$ cat config.mk
export PLATFORM = sky130hd
export DESIGN_NAME = dvdl_top
export DESIGN_NICKNAME = d
export VERILOG_FILES = /design/src/design/dvdl_pkg.sv /design/src/design/dvdl_lane.sv /design/src/design/dvdl_top.sv
export SDC_FILE = /design/constraint.sdc
export NUM_CORES = 1
export LEC_CHECK = 0
export BUFFER_PORTS_ARGS = -buffer_cell sky130_fd_sc_hd__buf_2
export CORE_MARGIN = 2
export CORE_UTILIZATION = 48
export CTS_CLUSTER_DIAMETER = 30
export DETAILED_ROUTE_END_ITERATION = 16
export HOLD_SLACK_MARGIN = 0.05
export PLACE_DENSITY = 0.71
export SLEW_MARGIN = 20
export SYNTH_ARGS = -nofsm -noshare
export SYNTH_HDL_FRONTEND = slang
export SYNTH_SLANG_ARGS = --single-unit
$ cat constraint.sdc
create_clock -name clk_sys -period 3.5 [get_ports clk_sys]
set_input_delay 0.175 -clock clk_sys [delete_from_list [all_inputs] [get_ports clk_sys]]
set_output_delay 0.175 -clock clk_sys [all_outputs]
set_load 0.02 [all_outputs]
$ cat src/design/dvdl_pkg.sv
// Constants shared by the dual variable delay line and its lane module.
// Assumes a single clock domain and control from same-clock logic.
package dvdl_pkg;

	// Width of one data lane and of the whole data word
	localparam int LANE_WIDTH = 4;
	localparam int WORD_WIDTH = 2 * LANE_WIDTH;

	// Internal chain stages per lane, ahead of the output stage
	localparam int STAGE_COUNT = 17;

	// Length code width and the delay range that it spans
	localparam int CODE_WIDTH = 4;
	localparam int MIN_DELAY = 3;
	localparam int MAX_DELAY = 18;

	// Length code that yields the longest delay
	localparam logic [CODE_WIDTH-1:0] CODE_LONGEST = 4'hF;

	// Reset values of the sampled controls
	localparam logic [CODE_WIDTH-1:0] LENGTH_RESET = 4'h0;
	localparam logic MODE_RESET = 1'b0;

	// Mode values: both lanes variable, or upper lane fixed
	localparam logic MODE_BOTH_VARIABLE = 1'b0;
	localparam logic MODE_UPPER_FIXED = 1'b1;

	// Output stage value after reset
	localparam logic [LANE_WIDTH-1:0] OUT_RESET = 4'h0;

	// Cycles after reset before every stage holds defined data
	localparam int WARM_CYCLES = MAX_DELAY + 2;
	localparam int WARM_WIDTH = 5;

endpackage

$ cat src/design/dvdl_lane.sv
// One delay lane: a chain of stages plus a selected output stage.
// Assumes the select code is already registered by the caller.
`timescale 1ns/100ps

module dvdl_lane #(
	parameter int WIDTH = dvdl_pkg::LANE_WIDTH,
	parameter int STAGES = dvdl_pkg::STAGE_COUNT
) (
	input wire logic clk_sys,
	input wire logic srst,
	input wire logic [WIDTH-1:0] laneIn,
	input wire logic [dvdl_pkg::CODE_WIDTH-1:0] selCode,
	output logic [WIDTH-1:0] laneOut
);
	import dvdl_pkg::*;

	////////////////////////////////////////////////////////////////////////
	// Chain storage, index 0 is the first stage
	logic [WIDTH-1:0] stageReg [STAGES];
	// Value picked for the output stage
	logic [WIDTH-1:0] pickedStage;
	// Output stage
	logic [WIDTH-1:0] outReg;

	// Code 0 picks the second stage, so the shortest path is three edges
	assign pickedStage = stageReg[32'(selCode) + 1];

	////////////////////////////////////////////////////////////////////////
	// First stage captures the lane input on every edge; no reset on
	// purpose, so neither reset nor control changes disturb the data
	always_ff @(posedge clk_sys) begin
		stageReg[0] <= laneIn;
	end

	// Remaining stages each take their predecessor
	genvar gi;
	generate
		for (gi = 1; gi < STAGES; gi++) begin : g_chain
			always_ff @(posedge clk_sys) begin
				stageReg[gi] <= stageReg[gi-1];
			end
		end
	endgenerate

	////////////////////////////////////////////////////////////////////////
	// Output stage; reset only so the pins show a known value early
	always_ff @(posedge clk_sys) begin
		if (srst) begin
			outReg <= OUT_RESET;
		end else begin
			outReg <= pickedStage;
		end
	end

	assign laneOut = outReg;

endmodule

$ cat src/design/dvdl_top.sv
// Dual variable delay line: two 4-bit lanes, one clock, shared controls.
// Assumes data and controls come from logic on clk_sys, so they need no
// synchroniser; downstream logic samples the outputs on the same clock.
//
// Overview of operation
// - Two independent 4-bit lanes, low and high nibble
// - One clock and shared controls for both
// - Variable delay of 3 to 18 clocks
// - Seventeen chain stages advance every rising edge
// - Mux picks stage two..seventeen into output stage
// - Shortest path is three stages, three clocks
// - Mode 0 delays both lanes by code
// - Mode 1 fixes upper lane at 18
// - Mode 1 keeps lower lane following code
// - Delay equals length code plus three
// - Code and mode sampled every rising edge outside reset
// - Control changes never disturb stored stage data
`timescale 1ns/100ps

module dvdl_top (
	input wire logic clk_sys,
	input wire logic srst,
	input wire logic [dvdl_pkg::LANE_WIDTH-1:0] lower_lane_in,
	input wire logic [dvdl_pkg::LANE_WIDTH-1:0] upper_lane_in,
	input wire logic [dvdl_pkg::CODE_WIDTH-1:0] delay_length_code,
	input wire logic upperFixedMode,
	output logic [dvdl_pkg::LANE_WIDTH-1:0] lower_lane_out,
	output logic [dvdl_pkg::LANE_WIDTH-1:0] upper_lane_out
);
	import dvdl_pkg::*;

	////////////////////////////////////////////////////////////////////////
	// Declarations

	// Sampled copy of the length code
	logic [CODE_WIDTH-1:0] length_reg;
	// Sampled copy of the mode bit
	logic mode_reg;
	// Select code steering each lane's multiplexer
	logic [CODE_WIDTH-1:0] lowerSel;
	logic [CODE_WIDTH-1:0] upperSel;
	// Cycles since reset release, saturating; only assertions and covers read it
	logic [WARM_WIDTH-1:0] warm_reg;
	logic [WARM_WIDTH-1:0] warm_next;
	logic warmDone;

	////////////////////////////////////////////////////////////////////////
	// Select decoding, shared by both lanes
	function automatic logic [CODE_WIDTH-1:0] laneSelect(
		input logic [CODE_WIDTH-1:0] code,
		input logic mode,
		input logic isUpper
	);
		logic [CODE_WIDTH-1:0] result;
		result = code;
		// Upper lane ignores the code in fixed mode
		if (isUpper && (mode == MODE_UPPER_FIXED)) begin
			result = CODE_LONGEST;
		end
		return result;
	endfunction

	// Both multiplexers decode the same registered controls
	assign lowerSel = laneSelect(length_reg, mode_reg, 1'b0);
	assign upperSel = laneSelect(length_reg, mode_reg, 1'b1);

	////////////////////////////////////////////////////////////////////////
	// Control sampling on every edge outside reset; the multiplexers use these copies,
	// which adds one edge of latency before a new code takes effect
	always_ff @(posedge clk_sys) begin
		if (srst) begin
			length_reg <= LENGTH_RESET;
			mode_reg <= MODE_RESET;
		end else begin
			length_reg <= delay_length_code;
			mode_reg <= upperFixedMode;
		end
	end

	////////////////////////////////////////////////////////////////////////
	// Lanes: low nibble and high nibble, each its own chain
	dvdl_lane #(
		.WIDTH(LANE_WIDTH),
		.STAGES(STAGE_COUNT)
	) u_lowerLane (
		.clk_sys(clk_sys),
		.srst(srst),
		.laneIn(lower_lane_in),
		.selCode(lowerSel),
		.laneOut(lower_lane_out)
	);

	dvdl_lane #(
		.WIDTH(LANE_WIDTH),
		.STAGES(STAGE_COUNT)
	) u_upperLane (
		.clk_sys(clk_sys),
		.srst(srst),
		.laneIn(upper_lane_in),
		.selCode(upperSel),
		.laneOut(upper_lane_out)
	);

	////////////////////////////////////////////////////////////////////////
	// Warm-up counter for the checks below; stages are not reset, so the
	// output is meaningful only after the chain has been flushed
	assign warmDone = (warm_reg == WARM_WIDTH'(WARM_CYCLES));
	assign warm_next = warmDone ? warm_reg : warm_reg + 1'b1;

	always_ff @(posedge clk_sys) begin
		if (srst) begin
			warm_reg <= '0;
		end else begin
			warm_reg <= warm_next;
		end
	end

	////////////////////////////////////////////////////////////////////////
	// Assertions

	// Shortest code gives three clocks on the lower lane
	property p_lower_min;
		@(posedge clk_sys) disable iff (srst)
		(warmDone && ($past(length_reg) == 4'h0))
			|-> (lower_lane_out == $past(lower_lane_in, 3));
	endproperty
	a_lower_min: assert property (p_lower_min)
		else $error("lower lane not delayed by 3 at code 0");

	// Longest code gives eighteen clocks on the lower lane
	property p_lower_max;
		@(posedge clk_sys) disable iff (srst)
		(warmDone && ($past(length_reg) == 4'hF))
			|-> (lower_lane_out == $past(lower_lane_in, 18));
	endproperty
	a_lower_max: assert property (p_lower_max)
		else $error("lower lane not delayed by 18 at code 15");

	// A middle code: delay is the code plus three
	property p_lower_mid;
		@(posedge clk_sys) disable iff (srst)
		(warmDone && ($past(length_reg) == 4'h7))
			|-> (lower_lane_out == $past(lower_lane_in, 10));
	endproperty
	a_lower_mid: assert property (p_lower_mid)
		else $error("lower lane not delayed by 10 at code 7");

	// Both-variable mode: upper lane follows the code too
	property p_upper_variable;
		@(posedge clk_sys) disable iff (srst)
		(warmDone && !$past(mode_reg) && ($past(length_reg) == 4'h1))
			|-> (upper_lane_out == $past(upper_lane_in, 4));
	endproperty
	a_upper_variable: assert property (p_upper_variable)
		else $error("upper lane not following code in mode 0");

	// Fixed mode: upper lane is eighteen clocks whatever the code
	property p_upper_fixed;
		@(posedge clk_sys) disable iff (srst)
		(warmDone && $past(mode_reg))
			|-> (upper_lane_out == $past(upper_lane_in, 18));
	endproperty
	a_upper_fixed: assert property (p_upper_fixed)
		else $error("upper lane not fixed at 18 in mode 1");

	// Fixed mode: lower lane still follows the code
	property p_lower_in_fixed;
		@(posedge clk_sys) disable iff (srst)
		(warmDone && $past(mode_reg) && ($past(length_reg) == 4'h2))
			|-> (lower_lane_out == $past(lower_lane_in, 5));
	endproperty
	a_lower_in_fixed: assert property (p_lower_in_fixed)
		else $error("lower lane not following code in mode 1");

	// Controls reach the sampled copies one edge later
	property p_ctrl_sampled;
		@(posedge clk_sys) disable iff (srst)
		1'b1 |=> ((length_reg == $past(delay_length_code))
			&& (mode_reg == $past(upperFixedMode)));
	endproperty
	a_ctrl_sampled: assert property (p_ctrl_sampled)
		else $error("controls not sampled on the clock edge");

	// Right after a code jump the new delay is exact, so the chain
	// contents were not disturbed by the change
	property p_change_keeps_data;
		@(posedge clk_sys) disable iff (srst)
		(warmDone && ($past(length_reg, 2) == 4'h0)
			&& ($past(length_reg) == 4'hF))
			|-> (lower_lane_out == $past(lower_lane_in, 18));
	endproperty
	a_change_keeps_data: assert property (p_change_keeps_data)
		else $error("code change disturbed stored data");

	// Lanes share controls: in mode 0 both see the same delay
	property p_lanes_shared;
		@(posedge clk_sys) disable iff (srst)
		(warmDone && !$past(mode_reg) && ($past(length_reg) == 4'h3))
			|-> ((lower_lane_out == $past(lower_lane_in, 6))
			&& (upper_lane_out == $past(upper_lane_in, 6)));
	endproperty
	a_lanes_shared: assert property (p_lanes_shared)
		else $error("lanes do not share controls in mode 0");

	////////////////////////////////////////////////////////////////////////
	// Coverage of the main scenarios

	// Fixed mode in use after warm-up
	property p_cov_fixed;
		@(posedge clk_sys) disable iff (srst)
		warmDone && mode_reg && (length_reg == 4'h0);
	endproperty
	c_cov_fixed: cover property (p_cov_fixed);

	// Longest code in both-variable mode
	property p_cov_longest;
		@(posedge clk_sys) disable iff (srst)
		warmDone && !mode_reg && (length_reg == CODE_LONGEST);
	endproperty
	c_cov_longest: cover property (p_cov_longest);

	// Mode switch with a code change on the same edge
	property p_cov_switch;
		@(posedge clk_sys) disable iff (srst)
		warmDone && $changed(mode_reg) && $changed(length_reg);
	endproperty
	c_cov_switch: cover property (p_cov_switch);

endmodule

Word level (Yosys, flattened, before mapping)
Memories as Yosys holds them, arrays and structs flattened. A register that Yosys moved wholly into a read port is not among the register bits.
Cells that the tools add are included.
{"block": "word_totals", "ff_bits": 5, "ram_bits": 136, "in_bits": 15, "out_inout_bits": 8, "wordCells": 7, "n_memories": 2}
{"memory": "u_lowerLane.stageReg", "words": 17, "word_bits": 4, "rd": 17, "rd_ports_with_merged_regs": 1, "write_ports": 17, "line": "dvdl_lane.sv:19", "rtl": "logic [WIDTH-1:0] stageReg [STAGES];"}
{"memory": "u_upperLane.stageReg", "words": 17, "word_bits": 4, "rd": 17, "rd_ports_with_merged_regs": 1, "write_ports": 17, "line": "dvdl_lane.sv:19"}
{"block": "op_classes", "add_sub_neg": 2, "mux": 1}
{"operator": "4-bit by 1-bit adder with 5-bit output, second input constant", "count": 2}
{"operator": "4-bit two-way mux", "count": 1}

Logic depth before layout (Yosys ltp)
{"block": "depth", "ltp_word": 2, "mapped_depth": 10, "mapped_depth_nobuf": 8}

Hierarchy
A second synthesis with hierarchy kept.
{"block": "unflattened", "cells_unflattened": 414, "area_unflattened_um2": 4335.4}
{"mod": "dvdl_lane", "n_inst": 2, "cells_each": 200, "area_each_um2": 2089.5, "seq_area_each_um2": 1441.4}
{"mod": "dvdl_top", "n_inst": 1, "cells_each": 14, "area_each_um2": 156.4, "seq_area_each_um2": 100.1}

Worst setup path before layout
No wires, ideal clock.
{"block": "synth_path", "kind": "reg2reg", "start": "register length_reg[0]", "end": "register u_upperLane.outReg[0], in the netlist u_upperLane.laneOut[0], read port of u_upperLane.stageReg", "setup_time_ns": 0.122, "arrival_ns": 2.383, "required_time_ns": 3.378, "slack_ns": 0.996, "stages_incl_launch_ff": 10, "path_buffers": 3, "period_less_slack_ns": 2.504, "path_cell_list": "dfxtp_1 -> buf_4 -> nor2_1 -> inv_2 -> ha_1 -> buf_2 -> buf_4 -> mux4_2 -> mux2_2 -> a221o_1"}
{"block": "synth_via", "elab_chain_len": 2}
{"element": "start, declared", "line": "dvdl_top.sv:36", "rtl": "logic [CODE_WIDTH-1:0] length_reg;"}
{"element": "start signal, assigned", "line": "dvdl_top.sv:75", "rtl": "length_reg <= delay_length_code;"}
{"element": "4-bit two-way mux", "line": "dvdl_top.sv:57", "rtl": "if (isUpper && (mode == MODE_UPPER_FIXED)) begin"}
{"element": "4-bit by 1-bit adder with 5-bit output", "line": "dvdl_lane.sv:26", "rtl": "assign pickedStage = stageReg[32'(selCode) + 1];"}
{"element": "end, declared", "line": "dvdl_lane.sv:23", "rtl": "logic [WIDTH-1:0] outReg;"}
Every way passes these cells.
A chain may end at the register's enable or synchronous reset.

Worst setup path after layout
{"block": "layout_path", "start": "register mode_reg", "end": "register u_upperLane.outReg[1], in the netlist u_upperLane.laneOut[1], read port of u_upperLane.stageReg"}
{"block": "layout_via", "elab_chain_len": 2}
{"element": "start, declared", "line": "dvdl_top.sv:38", "rtl": "logic mode_reg;"}
{"element": "start signal, assigned", "line": "dvdl_top.sv:76", "rtl": "mode_reg <= upperFixedMode;"}
{"element": "4-bit two-way mux", "line": "dvdl_top.sv:57"}
{"element": "4-bit by 1-bit adder with 5-bit output", "line": "dvdl_lane.sv:26"}
Every way passes these cells.

==> flow_metrics.env <==
export IMPL_status="complete, no violations"
export IMPL_die_y_microns=98.49
export IMPL_startpoint_type="flip-flop"
export IMPL_routedWlPerCell_microns=16.40
export IMPL_ir_worst_vdd_mv=0.4732
export IMPL_tritoncts="built"
export IMPL_clock_fmax_mhz=369.7
export IMPL_final_hold_violation_count=0
export IMPL_critPathArrivalTime_ns=3.12
export IMPL_ys_seq_area_frac=0.6961
export IMPL_core_sq_um=8678
export IMPL_yosys_area_top_type_share=0.6961
export IMPL_fin_skew_ns=0.005712
export IMPL_drt_pass1_iterations=4
export IMPL_grt_start_max_net_pins=20
export IMPL_clkTransAtPathRegs_ns=0.07
export IMPL_cts_root_buffer="clkbuf_8"
export IMPL_io_buffer_count=22
export IMPL_antenna_found_initial=0
export IMPL_place_gp_congestion=0.7727
export IMPL_rsz0062_at_grt="no"
export IMPL_grt_usage=0.1648
export IMPL_vias=2191
export IMPL_gr_total_overflow=0
export IMPL_path_max_fanout=9
export IMPL_fin_nets=333
export IMPL_die_x_microns=98.49
export IMPL_min_to="length_reg[3]"
export IMPL_boundaryPins=23
export IMPL_maxSlewHeadroom=0.5230
export IMPL_synth_area_sq_um=4285
export IMPL_drive_gt1_frac=0.2948
export IMPL_regToRegStartpoint="mode_reg"
export IMPL_yosys_area_top_type="dfxtp_1"
export IMPL_yosys_warnings=0
export IMPL_rrSetupSlack_ns=0.79
export IMPL_routed_wl_microns=7167
export IMPL_end_kind="flip-flop"
export IMPL_worstMarginPinSlew_ns=0.7155
export IMPL_initial_core_util=0.4938
export IMPL_drtIter0Drc=90
export IMPL_clk_latency_ns=0.52
export IMPL_post_place_cells=388
export IMPL_final_min_clock_period_ns=2.705
export IMPL_grt_pass1_wl_microns=12090
export IMPL_holdCritStartpoint="srst"
export IMPL_cp_num_buf_inv=2
export IMPL_drc=0
export IMPL_cts_buffers=17
export IMPL_clock_tree_buffer_depth=2
export IMPL_crit_path_top_delay_cell="ha_1"
export IMPL_ys_seq_elements=149
export IMPL_h_tree_depth=4
export IMPL_hp_class="in -> reg"
export IMPL_final_max_slew_viol_count=0
export IMPL_cap_violations=0
export IMPL_synth_area_leaders="dfxtp_1 70%, mux4_2 14%, mux2i_1 4.9%"
export IMPL_cts_sinks=149
export IMPL_diodes=0
export IMPL_avgSynthCellArea_sq_um=16.36
export IMPL_instances_no_fill=437
export IMPL_syn2layout_area_growth_pct=23.94
export IMPL_p_leak_nw=2.214
export IMPL_totalPowerFinal_mw=4.064
export IMPL_vias_per_cell=5.014
export IMPL_final_common_cell="dfxtp_1"
export IMPL_finalSetupViolCount=0
export IMPL_r2r_end="u_upperLane.laneOut[1]"
export IMPL_power_density_nw_per_um2=765.2
export IMPL_final_cell_mix="149 x dfxtp_1, 26 x mux4_2, 22 x buf_2"
export IMPL_crit_type="reg -> reg"
export IMPL_postLayoutCoreUtil=0.6120
export IMPL_required_ns=3.91
export IMPL_grt_pass1_vias=2447
export IMPL_post_cts_buffers=0
export IMPL_die_area_sq_um=9699
export IMPL_dp_hpwl_microns=4418
export IMPL_reg_top3="u_lowerLane.stageReg x68, u_upperLane.stageReg x68"
export IMPL_synth_distinct_cells=28
export IMPL_holdPathStages=2
export IMPL_setup_tns_final_ns=0
export IMPL_ant_nets=0
export IMPL_synthesis_nets=279
export IMPL_synth_cells=262
export IMPL_critical_path_max_stage_delay_ns=0.59
export IMPL_rows=34
export IMPL_fin_crit_sh=0.7729
export IMPL_cp_top_family="multiplexers"
export IMPL_r2r_cells=7
export IMPL_path_cells="nor2_1 > inv_2 > ha_1 > buf_4 > mux4_2 > mux2_2 > a221o_1"
## what timing repair did
action                                  4_1_cts  5_1_grt
endpoints found under the hold margin        13        0
endpoints found under the setup margin        0        0
resized for setup                             0        0
hold buffers                                 17        0
## layer usage
metal	up-vias	wire length, microns	share of wire	track usage
li1	1062	-	-	-
met2	34	3559	0.50	0.2758
met3	14	223	0.031	0.05390
met5	-	0	0	0
met4	0	130	0.018	0.07271
met1	1081	3254	0.45	0.1950
## how the worst max path moves through the flow
stage	from	endpoint	slack, ns	cells past startpoint
6_report	mode_reg	u_upperLane.laneOut[1]	0.79	7
5_1_grt	mode_reg	u_upperLane.laneOut[0]	0.62	7
4_1_cts	mode_reg	u_upperLane.laneOut[0]	0.75	7
3_5_place_dp	mode_reg	u_upperLane.laneOut[0]	0.77	7
3_3_place_gp	mode_reg	u_upperLane.laneOut[0]	0.83	7
2_1_floorplan	length_reg[0]	u_upperLane.laneOut[0]	1.0	9
## cells by family after synthesis
family	count (synthesis)	synth area share
AOI/OAI and AO/OA	14	0.02716
xor gates and xnor gates	3	0.006133
adders and majority gates	2	0.005838
buffers and inverters	13	0.01722
DFF	149	0.6961
muxes	57	0.2190
and+or+nand+nor	24	0.02862
## worst register-to-register path, cell delays in order (launching register included)
cell     delay [ns]
dfxtp_1        0.35
nor2_1         0.15
inv_2          0.14
ha_1           0.59
buf_4          0.30
mux4_2         0.51
mux2_2         0.28
a221o_1        0.29
## per-stage QoR
step           setup WS [ns]  instance area (sq um)  hold WS (ns)
2_1_floorplan         0.9955                   4285        0.2027
3_5_place_dp          0.7708                   4509        0.2796
4_1_cts               0.7550                   5311       0.05454
3_3_place_gp          0.8341                   4509        0.2775
5_1_grt               0.6240                   5311       0.08236
6_report              0.7949                   5311       0.08536
## cells in the mapped netlist (all sizes together)
cell	number
dfxtp	149
mux4	28
mux2i	21
a221o	8
mux2	8
nor2	8
buf	6
nor2b	5
inv	4
nor3	4
clkbuf	3
a21oi	2
ha	2
nand3	2
o21ai	2
or2	2
xor2	2
a211o	1
and2	1
and3	1
nand2	1
o211ai	1
xnor2	1
## power breakdown
part	total [mW]	internal (mW)	switching [mW]
clock	1.92	1.18	0.739
sequential	1.85	1.80	0.0477
combinational	0.300	0.173	0.127
## cell type report
class,count,area [sq um]
Fill cell,667,3367
Tap cell,108,135.1
Inverter,4,15.01
Sequential cell,149,2983
Clock inverter,15,217.7
Multi-Input combinational cell,100,1229
Timing Repair Buffer,44,317.8
Clock buffer,17,414.1
(Power assumes the default switching activity.)
